File: src/include/lpmc_defs.vh
// constants for the low power mode controller
// How it works
// RULE1: sleep with select 0: clock runs, cpu halts
// RULE2: sleep keeps registers, ram, port pin levels
// RULE3: sleep ends on accepted interrupt or reset
// RULE4: sleep with select 1: stop clock, cpu, peripherals
// RULE5: standby entry freezes or initialises each peripheral
// RULE6: standby keeps state; pins hold or high impedance
// RULE7: standby ends only on nmi or reset
`ifndef LPMC_DEFS_VH
`define LPMC_DEFS_VH
// ***********************************************
// mode state codes
// ***********************************************
`define LPMC_ST_RUN 2'h0
`define LPMC_ST_SLEEP 2'h1
`define LPMC_ST_STANDBY 2'h2
`define LPMC_ST_WAKE 2'h3
// ***********************************************
// reset values and wake settle count
// ***********************************************
`define LPMC_SBY_RST 1'h0
`define LPMC_HIZ_RST 1'h0
`define LPMC_WAKE_CYC 4'h4
`endif

File: src/hw/lpmc_pin_hold.v
// per pin hold or high impedance stage for port pins
`timescale 1ns/1ps
module lpmc_pin_hold #(
  parameter WIDTH = 8
) (
  input wire clk,
  input wire nrst,
  input wire freeze,
  input wire hiz_sel,
  input wire [WIDTH-1:0] hiz_mask,
  input wire [WIDTH-1:0] out_in,
  input wire [WIDTH-1:0] oe_in,
  output reg [WIDTH-1:0] out_q,
  output reg [WIDTH-1:0] oe_q
);
  // ***********************************************
  // latch last levels while frozen
  // ***********************************************
  always @(posedge clk or negedge nrst) begin
    if (!nrst) begin
      out_q <= {WIDTH{1'b0}};
      oe_q <= {WIDTH{1'b0}};
    end else if (!freeze) begin
      out_q <= out_in;
      oe_q <= oe_in;
    end else if (hiz_sel) begin
      oe_q <= oe_q & ~hiz_mask; // [RULE6]
    end
  end
endmodule // lpmc_pin_hold

File: src/hw/lpmc_top.v
// low power mode controller: sleep and standby sequencing
`timescale 1ns/1ps
`include "lpmc_defs.vh"
module lpmc_top #(
  parameter NPIN = 8,
  parameter NPER = 4
) (
  input wire clk,
  input wire nrst,
  input wire sleep_exec,
  input wire sby_wr,
  input wire sby_wdata,
  input wire hiz_wr,
  input wire hiz_wdata,
  input wire irq_accept,
  input wire nmi,
  input wire [NPER-1:0] per_init_sel,
  input wire [NPIN-1:0] pin_hiz_mask,
  input wire [NPIN-1:0] pin_out,
  input wire [NPIN-1:0] pin_oe,
  output reg standby_select_bit_q,
  output reg hiz_sel_q,
  output reg cpu_halt_q,
  output reg sys_clk_en_q,
  output reg [NPER-1:0] per_freeze_q,
  output reg [NPER-1:0] per_init_q,
  output reg in_sleep_q,
  output reg in_standby_q,
  output reg wake_nmi_q,
  output wire [NPIN-1:0] port_out_q,
  output wire [NPIN-1:0] port_oe_q
);
  // ***********************************************
  // state
  // ***********************************************
  localparam ST_RUN = `LPMC_ST_RUN;
  localparam ST_SLEEP = `LPMC_ST_SLEEP;
  localparam ST_STANDBY = `LPMC_ST_STANDBY;
  localparam ST_WAKE = `LPMC_ST_WAKE;
  reg [1:0] state_q;
  reg [1:0] state_d;
  reg [3:0] wake_cnt_q;
  wire frozen;
  // ***********************************************
  // standby control register bits
  // ***********************************************
  // the cpu is halted in both low power states, so writes cannot race entry
  always @(posedge clk or negedge nrst) begin
    if (!nrst) begin
      standby_select_bit_q <= `LPMC_SBY_RST;
      hiz_sel_q <= `LPMC_HIZ_RST;
    end else begin
      if (sby_wr)
        standby_select_bit_q <= sby_wdata;
      if (hiz_wr)
        hiz_sel_q <= hiz_wdata;
    end
  end
  // ***********************************************
  // next state
  // ***********************************************
  always @* begin
    state_d = state_q;
    case (state_q)
      ST_RUN: begin
        if (sleep_exec && standby_select_bit_q)
          state_d = ST_STANDBY; // [RULE4]
        else if (sleep_exec)
          state_d = ST_SLEEP; // [RULE1]
      end
      ST_SLEEP: begin
        if (irq_accept || nmi)
          state_d = ST_RUN; // [RULE3]
      end
      ST_STANDBY: begin
        if (nmi)
          state_d = ST_WAKE; // [RULE7]
      end
      ST_WAKE: begin
        if (wake_cnt_q == 4'h0)
          state_d = ST_RUN;
      end
      default: state_d = ST_RUN;
    endcase
  end
  // ***********************************************
  // state and outputs
  // ***********************************************
  // power-on reset is nrst itself, so it always ends either state [RULE3]
  always @(posedge clk or negedge nrst) begin
    if (!nrst) begin
      state_q <= ST_RUN;
      wake_cnt_q <= 4'h0;
      cpu_halt_q <= 1'b0;
      sys_clk_en_q <= 1'b1;
      per_freeze_q <= {NPER{1'b0}};
      per_init_q <= {NPER{1'b0}};
      in_sleep_q <= 1'b0;
      in_standby_q <= 1'b0;
      wake_nmi_q <= 1'b0;
    end else begin
      state_q <= state_d;
      // clock restart settle time before the cpu runs again
      if (state_d == ST_WAKE && state_q != ST_WAKE)
        wake_cnt_q <= `LPMC_WAKE_CYC;
      else if (wake_cnt_q != 4'h0)
        wake_cnt_q <= wake_cnt_q - 4'h1;
      cpu_halt_q <= (state_d != ST_RUN); // [RULE1] [RULE2]
      sys_clk_en_q <= (state_d == ST_RUN) || (state_d == ST_SLEEP); // [RULE4]
      in_sleep_q <= (state_d == ST_SLEEP);
      in_standby_q <= (state_d == ST_STANDBY) || (state_d == ST_WAKE);
      // per module choice: freeze or return to initial state [RULE5]
      if (state_d == ST_STANDBY) begin
        per_freeze_q <= ~per_init_sel;
        per_init_q <= per_init_sel;
      end else begin
        per_freeze_q <= {NPER{1'b0}};
        per_init_q <= {NPER{1'b0}};
      end
      wake_nmi_q <= (state_q == ST_STANDBY) && nmi; // [RULE7]
    end
  end
  // ***********************************************
  // port pins
  // ***********************************************
  // pins frozen in both states; hi-z only allowed in standby [RULE2] [RULE6]
  assign frozen = (state_q != ST_RUN);
  lpmc_pin_hold #(
    .WIDTH(NPIN)
  ) u_pins (
    .clk(clk),
    .nrst(nrst),
    .freeze(frozen),
    .hiz_sel(hiz_sel_q && (state_q == ST_STANDBY)),
    .hiz_mask(pin_hiz_mask),
    .out_in(pin_out),
    .oe_in(pin_oe),
    .out_q(port_out_q),
    .oe_q(port_oe_q)
  );
endmodule // lpmc_top

File: config.mk
export PLATFORM = sky130hd
export DESIGN_NAME = lpmc_top
export DESIGN_NICKNAME = d
export VERILOG_FILES = /design/src/hw/lpmc_pin_hold.v /design/src/hw/lpmc_top.v
export VERILOG_INCLUDE_DIRS = /design/src /design/src/include
export SDC_FILE = /design/constraint.sdc
export NUM_CORES = 1
export LEC_CHECK = 0
export ABC_AREA = 1
export BUFFER_PORTS_ARGS = -buffer_cell sky130_fd_sc_hd__buf_2
export CAP_MARGIN = 20
export CORE_MARGIN = 2
export CORE_UTILIZATION = 35
export DETAILED_ROUTE_END_ITERATION = 10
export PLACE_DENSITY = 0.72
export SYNTH_ARGS = -nofsm -noshare
export SYNTH_HDL_FRONTEND = slang
export SYNTH_HIERARCHICAL = 1
export SYNTH_SLANG_ARGS = --single-unit
export TNS_END_PERCENT = 20
File: constraint.sdc
create_clock -name clk -period 1.37 [get_ports clk]
set_input_delay 0.274 -clock clk [delete_from_list [all_inputs] [get_ports clk]]
set_output_delay 0.274 -clock clk [all_outputs]
set_load 0.005 [all_outputs]
Word level (Yosys, flattened, before mapping)
Cells that the tools add are included.
- mux-type cells: 12
- $mul: 0
- shift-type cells: 0
- order comparisons: 0
- div/mod/pow operators: 0
- eq/ne operators: 8
- reductions and logical operators: 14
- add/sub/neg operators: 1
- bitwise gates (word level): 3
- operators by type and width (operator ; count):
    4-bit two-way mux ; 4
    8-bit two-way mux ; 2
    2-bit two-way mux ; 5
    8-bit bitwise AND ; 1
    2-bit equality test, second input constant ; 4
    8-bit inverter ; 1
    2-bit one-hot mux with 4 select lines ; 1
    2-bit nonzero test ; 3
    2-bit by 1-bit equality test with 1-bit output, second input constant ; 2
    1-bit logical AND ; 4
    2-bit logical NOT ; 2
    4-bit logical NOT ; 1
    2-bit inequality test, second input constant ; 2
    4-bit inverter ; 1
    4-bit nonzero test ; 1
    4-bit by 1-bit subtractor with 4-bit output, second input constant ; 1
    1-bit logical OR ; 3
- memory bits (read-only): 0
- flip-flop bits (word level): 37
- input bits: 37
- memories: 0
- bits in writable memories: 0
- bits in latches: 0
- logic and storage cells: 51
- output and inout port bits: 31

Depth between registers and ports, before layout
- depth after elaboration: 6
- mapped depth: 8
- mapped depth without buffers: 8

By module
The synthesis kept the hierarchy.
- by module, submodules not included (module ; sequential area each (µm²) ; cells each ; area an instance (µm²) ; times used):
    lpmc_top ; 526.8 ; 85 ; 834.6 ; 1
    lpmc_pin_hold ; 400.4 ; 93 ; 724.4 ; 1

Worst setup path after synthesis
No wires, ideal clock.
- kind: register to register
- from: register wake_cnt_q[0]
- to: register per_freeze_q[0]
- clock period less this slack: 1222 ps
- path slack: 148 ps
- arrival time: 1106 ps
- stages on the path, launching flop included: 8
- data required time: 1254 ps
- cell sequence: dfrtp_1 > inv_1 > ha_1 > nand3_2 > nand2_1 > nand2_2 > nand2_4 > nor2_1
- longest elaborated chain between the ends: 5
- RTL lines (what ; RTL line ; text):
    from (decl) ; lpmc_top.v:42 ; reg [3:0] wake_cnt_q;
    from (signal assigned) ; lpmc_top.v:105 ; wake_cnt_q <= `LPMC_WAKE_CYC;
    from (signal assigned) ; lpmc_top.v:107 ; wake_cnt_q <= wake_cnt_q - 4'h1;
    4-bit logical NOT ; lpmc_top.v:80 ; if (wake_cnt_q == 4'h0)
    2-bit two-way mux ; lpmc_top.v:80 ;
    2-bit one-hot mux with 4 select lines ; lpmc_top.v:64 ; case (state_q)
    net state_d[1] ; lpmc_top.v:41 ; reg [1:0] state_d;
    2-bit equality test ; lpmc_top.v:113 ; if (state_d == ST_STANDBY) begin
    4-bit two-way mux ; lpmc_top.v:113 ;
    to (signal assigned) ; lpmc_top.v:96 ; per_freeze_q <= {NPER{1'b0}};
    to (signal assigned) ; lpmc_top.v:114 ; per_freeze_q <= ~per_init_sel;
    to (signal assigned) ; lpmc_top.v:117 ; per_freeze_q <= {NPER{1'b0}};
    to (decl) ; lpmc_top.v:25 ; output reg [NPER-1:0] per_freeze_q,
The timed path passes the listed nets, and every way through them passes these cells.
A chain may end at the register's enable or synchronous reset.

Worst setup path in the final report
- from: register wake_cnt_q[1]
- to: register per_freeze_q[1]
Same word-level chain as after synthesis.

==> flow_summary.html <==
<table>
<tr><th>Metric</th><th>Value</th></tr>
<tr><th colspan="2">Outcome</th></tr>
<tr><td>Result of the run</td><td>complete, no violations</td></tr>
<tr><th colspan="2">Yosys</th></tr>
<tr><td>Count of distinct cell types in the synthesized netlist</td><td>23</td></tr>
<tr><td>Average size of a mapped cell</td><td>just under 9 sq um</td></tr>
<tr><td>Top cells by area, synth</td><td>dfrtp_1 58%, nand2_1 18%, inv_1 5.1%</td></tr>
<tr><td>Proportion of synthesized flip-flops having asynchronous set or reset</td><td>between 90% and 100%</td></tr>
<tr><td>Top cells by count, synth</td><td>75 x nand2_1, 36 x dfrtp_1, 21 x inv_1, 12 x nor2_1, 5 x o21ai_0</td></tr>
<tr><td>Post-synthesis share of cell area spent on full adders, half adders and majority gates</td><td>less than 1%</td></tr>
<tr><td>Synth top area share</td><td>57.8%</td></tr>
<tr><td>Post-synthesis net count</td><td>roughly 220</td></tr>
<tr><td>Count of warnings emitted by yosys</td><td>6</td></tr>
<tr><td>EDFF count, synth</td><td>0</td></tr>
<tr><td>Netlist area before placement</td><td>between 0.0015 and 0.002 sq mm</td></tr>
<tr><td>Proportion of synthesized chip area in sequential cells</td><td>about three fifths</td></tr>
<tr><td>Number of instances in the synthesized netlist</td><td>about 180</td></tr>
<tr><td>Largest family of logic cells by synthesized area</td><td>simple AND/OR/NAND/NOR gates</td></tr>
<tr><td>Area share of and/or/nand/nor cells after synthesis</td><td>27.6%</td></tr>
<tr><td>Leading cell type by number of instances after synthesis</td><td>nand2_1</td></tr>
<tr><td>Yosys top cell by area</td><td>dfrtp_1</td></tr>
<tr><td>Compound-gate portion of the synthesized area</td><td>2.97%</td></tr>
<tr><td>Proportion of synthesized area in mux cells</td><td>0%</td></tr>
<tr><td>Post-synthesis sequential element count</td><td>37</td></tr>
<tr><td>Most used flip-flop cell after synthesis</td><td>dfrtp_1</td></tr>
<tr><td>Post-Synth XOR/XNOR Area</td><td>0%</td></tr>
<tr><th colspan="2">Drt</th></tr>
<tr><td>Final Routed Wirelength</td><td>~3200 um</td></tr>
<tr><td>Average via count per standard cell</td><td>a little over 4</td></tr>
<tr><td>Routed length per placed instance</td><td>about 10 um</td></tr>
<tr><td>Vias after detailed routing</td><td>roughly 1,300</td></tr>
<tr><td>Number of iterations in the first detailed-routing pass</td><td>4</td></tr>
<tr><td>Number of DRC violations after detailed-routing iteration 0</td><td>46</td></tr>
<tr><td>Number of remaining DRC errors</td><td>0</td></tr>
<tr><td>Antenna Violating Nets Remaining</td><td>0</td></tr>
<tr><th colspan="2">Critical path</th></tr>
<tr><td>Critical path type</td><td>register to register</td></tr>
<tr><td>CP max stage delay</td><td>between 0.3 and 0.4 ns</td></tr>
<tr><td>Critical Path Start Type</td><td>register</td></tr>
<tr><td>Reg2reg end</td><td>per_freeze_q[1]</td></tr>
<tr><td>Critical-path maximum fanout</td><td>8</td></tr>
<tr><td>Slowest library cell on the worst path</td><td>dfrtp_1</td></tr>
<tr><td>Buffers plus inverters on the worst setup path</td><td>1</td></tr>
<tr><td>Reg-to-Reg Start</td><td>wake_cnt_q[1]</td></tr>
<tr><td>Gate family responsible for the most delay along the worst path</td><td>simple AND/OR/NAND/NOR gates</td></tr>
<tr><td>R2R setup slack</td><td>between 0.1 and 0.15 ns</td></tr>
<tr><td>Required arrival time at the worst endpoint</td><td>between 1.5 and 2 ns</td></tr>
<tr><td>Cells traversed along the worst timing path</td><td>inv_1, ha_2, nand3_2, nand2_1, nand2_2, nand2_4, nor2_1</td></tr>
<tr><td>CP Data Arrival Time</td><td>1.45 ns</td></tr>
<tr><td>Crit path capture type</td><td>register</td></tr>
<tr><td>Depth of the worst register-to-register path</td><td>7</td></tr>
<tr><th colspan="2">Finish</th></tr>
<tr><td>Final-stage net count</td><td>between 200 and 300</td></tr>
<tr><td>Fill cells</td><td>449</td></tr>
<tr><td>Count of inserted antenna diode cells</td><td>0</td></tr>
<tr><td>Area taken by flip-flops and latches</td><td>roughly 930 sq um</td></tr>
<tr><td>Layout cells sized above 1</td><td>a little under two fifths</td></tr>
<tr><td>Post-route non-filler standard cell count</td><td>308</td></tr>
<tr><td>Multi-input gate area in the final layout</td><td>492 sq um</td></tr>
<tr><td>Area Growth Syn to Fin</td><td>33.2%</td></tr>
<tr><th colspan="2">Min path</th></tr>
<tr><td>Min-Delay Endpoint</td><td>per_freeze_q[0]</td></tr>
<tr><td>Class of the worst hold path</td><td>primary input to register</td></tr>
<tr><td>Worst hold path depth</td><td>2</td></tr>
<tr><td>Hold wc startpoint</td><td>per_init_sel[0]</td></tr>
<tr><th colspan="2">CTS</th></tr>
<tr><td>Clk sink count</td><td>37</td></tr>
<tr><td>Number of buffers between clock root and the deepest sink</td><td>2</td></tr>
<tr><td>CTS root buf</td><td>clkbuf_8</td></tr>
<tr><td>Post-CTS Setup Bufs</td><td>0</td></tr>
<tr><td>Clock tree from TritonCTS</td><td>done</td></tr>
<tr><td>CTS Buf Count</td><td>5</td></tr>
<tr><td>Max H-tree Level</td><td>2</td></tr>
<tr><td>Source-to-sink clock delay at the later pin of the worst-skew pair</td><td>just under 0.3 ns</td></tr>
<tr><td>Reg clk slew, reported paths</td><td>approximately 0.07 ns</td></tr>
<tr><th colspan="2">Floorplanning</th></tr>
<tr><td>Die Y</td><td>70.7 um</td></tr>
<tr><td>Total die area</td><td>between 0.005 and 0.006 sq mm</td></tr>
<tr><td>Total core area</td><td>0.00432 sq mm</td></tr>
<tr><td>I/O pin cnt</td><td>68</td></tr>
<tr><td>Die Wd</td><td>70.7 um</td></tr>
<tr><td>Initial Utilization</td><td>between 30% and 40%</td></tr>
<tr><td>Number of standard-cell rows in the floorplan</td><td>24</td></tr>
<tr><th colspan="2">Pwr</th></tr>
<tr><td>Worst vdd rail ir drop</td><td>~0.0012 V</td></tr>
<tr><td>Sequential fraction of design power</td><td>41.7%</td></tr>
<tr><td>Static leakage power</td><td>1.24 nW</td></tr>
<tr><td>Share of power burned in combinational logic</td><td>around two fifths</td></tr>
<tr><td>Internal</td><td>about 0.0027 W</td></tr>
<tr><td>Clk pwr share</td><td>a little under a fifth</td></tr>
<tr><td>Switching component of the power</td><td>~0.0015 W</td></tr>
<tr><td>Power per cell area</td><td>about 2000 mW/mm^2</td></tr>
<tr><td>Switching Fraction</td><td>35.7%</td></tr>
<tr><th colspan="2">Run</th></tr>
<tr><td>Max-cap viol count</td><td>0</td></tr>
<tr><th colspan="2">GRT</th></tr>
<tr><td>Via count of the first global-routing pass</td><td>around 1,200</td></tr>
<tr><td>Antenna violations before repair</td><td>0</td></tr>
<tr><td>Wire length of the first global-routing pass</td><td>approximately 5400 um</td></tr>
<tr><td>Total routing usage reported by global routing</td><td>between 10 and 15%</td></tr>
<tr><td>Largest net degree at the start of global routing</td><td>24</td></tr>
<tr><td>Sum of overflow across all layers after global routing</td><td>0</td></tr>
<tr><th colspan="2">STA</th></tr>
<tr><td>Upper clock frequency limit</td><td>between 0.7 and 0.8 GHz</td></tr>
<tr><td>Setup skew after layout</td><td>0.00482 ns</td></tr>
<tr><td>Worst Tran Pin Value</td><td>0.379 ns</td></tr>
<tr><td>Hold Violations, Final</td><td>0</td></tr>
<tr><td>Slew HR</td><td>between 70% and 80%</td></tr>
<tr><td>Ratio of final minimum period to clock period</td><td>between 90 and 100%</td></tr>
<tr><td>Period minus WS final</td><td>about 1.3 ns</td></tr>
<tr><td>Number of endpoints failing setup at the final stage</td><td>0</td></tr>
<tr><td>Sum of negative setup slack</td><td>0 ns</td></tr>
<tr><td>Max Transition Viols Final</td><td>0</td></tr>
<tr><th colspan="2">Placement</th></tr>
<tr><td>Post-detailed-placement half-perimeter wirelength</td><td>~2400 um</td></tr>
<tr><td>Weighted congestion at the end of routability-driven global placement</td><td>between 0.7 and 0.8</td></tr>
<tr><td>Number of placed cells counting well taps</td><td>between 200 and 300</td></tr>
<tr><td>Port buffer count</td><td>between 60 and 70</td></tr>
</table>
## cell type report
type	count	share of cell area, %
Sequential cell	37	44.6
Clock buffer	8	4.34
Timing Repair Buffer	74	19.4
Tap cell	52	3.13
Multi-Input combinational cell	111	23.7
Inverter	26	4.82
## power groups by stage
stage | clock, W | combinational [W] | sequential [W]
detailed placement | 0 | 0.00167 | 0.00175
finish | 0.000770 | 0.00165 | 0.00173
global route | 0.000839 | 0.00191 | 0.00179
global placement | 0 | 0.00163 | 0.00174
CTS | 0.000798 | 0.00167 | 0.00174
floorplan | 0 | 0.000958 | 0.00180
## state kept, by name (all words and copies together), names as in the netlist
signal and flops:
standby_select_bit_q 1, wake_cnt_q 4, in_sleep_q 1, per_init_q 4
hiz_sel_q 1, wake_nmi_q 1, cpu_halt_q 1, u_pins/oe_q 8
sys_clk_en_q 1, state_q 2, u_pins/out_q 8, per_freeze_q 4
in_standby_q 1
## timing repair
action | in CTS | in global routing
hold buffers | 1 | 0
gates resized for setup | 0 | 2
setup endpoints to repair | 0 | 9
hold endpoints to repair | 14 | 0
## routing by layer
| metal | GRT usage [%] | vias to the layer above | part of all wire, % |
|---|---|---|---|
| li1 | - | 683 | - |
| met1 | 17.3 | 541 | 43 |
| met2 | 22.1 | 47 | 46 |
| met3 | 5.84 | 6 | 9.2 |
| met4 | 5.03 | 0 | 1.8 |
| met5 | 0 | - | 0 |
## cell usage in the layout, fill, tap and decap left out, types with 2 or more instances in the layout
cell,count
dfrtp_1,36
nor2_1,12
inv_1,20
nand2_4,2
nand4_1,2
clkbuf_8,6
buf_2,67
nand2_1,75
buf_4,5
clkbuf_1,2
o21ai_0,5
nand2_2,4
nand3_1,3
inv_2,5
## stage by stage
stage	instance area [sq um]	hold slack [ns]	worst slack, ns	util (%)	power (W)
after global routing	2080	0.135	-0.000535	48.0	0.00454
after detailed placement	1970	0.214	0.108	45.7	0.00341
final	2080	0.142	0.103	48.0	0.00415
after CTS	2070	0.132	0.0897	48.0	0.00421
after floorplan	1560	-0.0216	0.148	-	0.00276
after global placement	1970	0.214	0.149	45.7	0.00337
## worst max-delay path by stage
| stage | end | depth (start not counted) | startpoint | slack (ns) |
|---|---|---|---|---|
| finish | per_freeze_q[1] | 7 | wake_cnt_q[1] | 0.10 |
| global route | per_init_q[3] | 7 | wake_cnt_q[1] | -0.0005 |
| CTS | per_freeze_q[1] | 7 | wake_cnt_q[0] | 0.09 |
| detailed placement | per_init_q[3] | 7 | wake_cnt_q[0] | 0.11 |
| global placement | per_init_q[2] | 7 | wake_cnt_q[0] | 0.15 |
| floorplan | per_freeze_q[0] | 7 | wake_cnt_q[0] | 0.15 |
## cells by family (layout without fill, tap and decap cells)
group,after synthesis,after routing
simple gates,102,102
flops,37,37
buf+inv,30,108
compound gates,8,8
fa+ha+maj,1,1
Power figures use the tool's default switching activity.
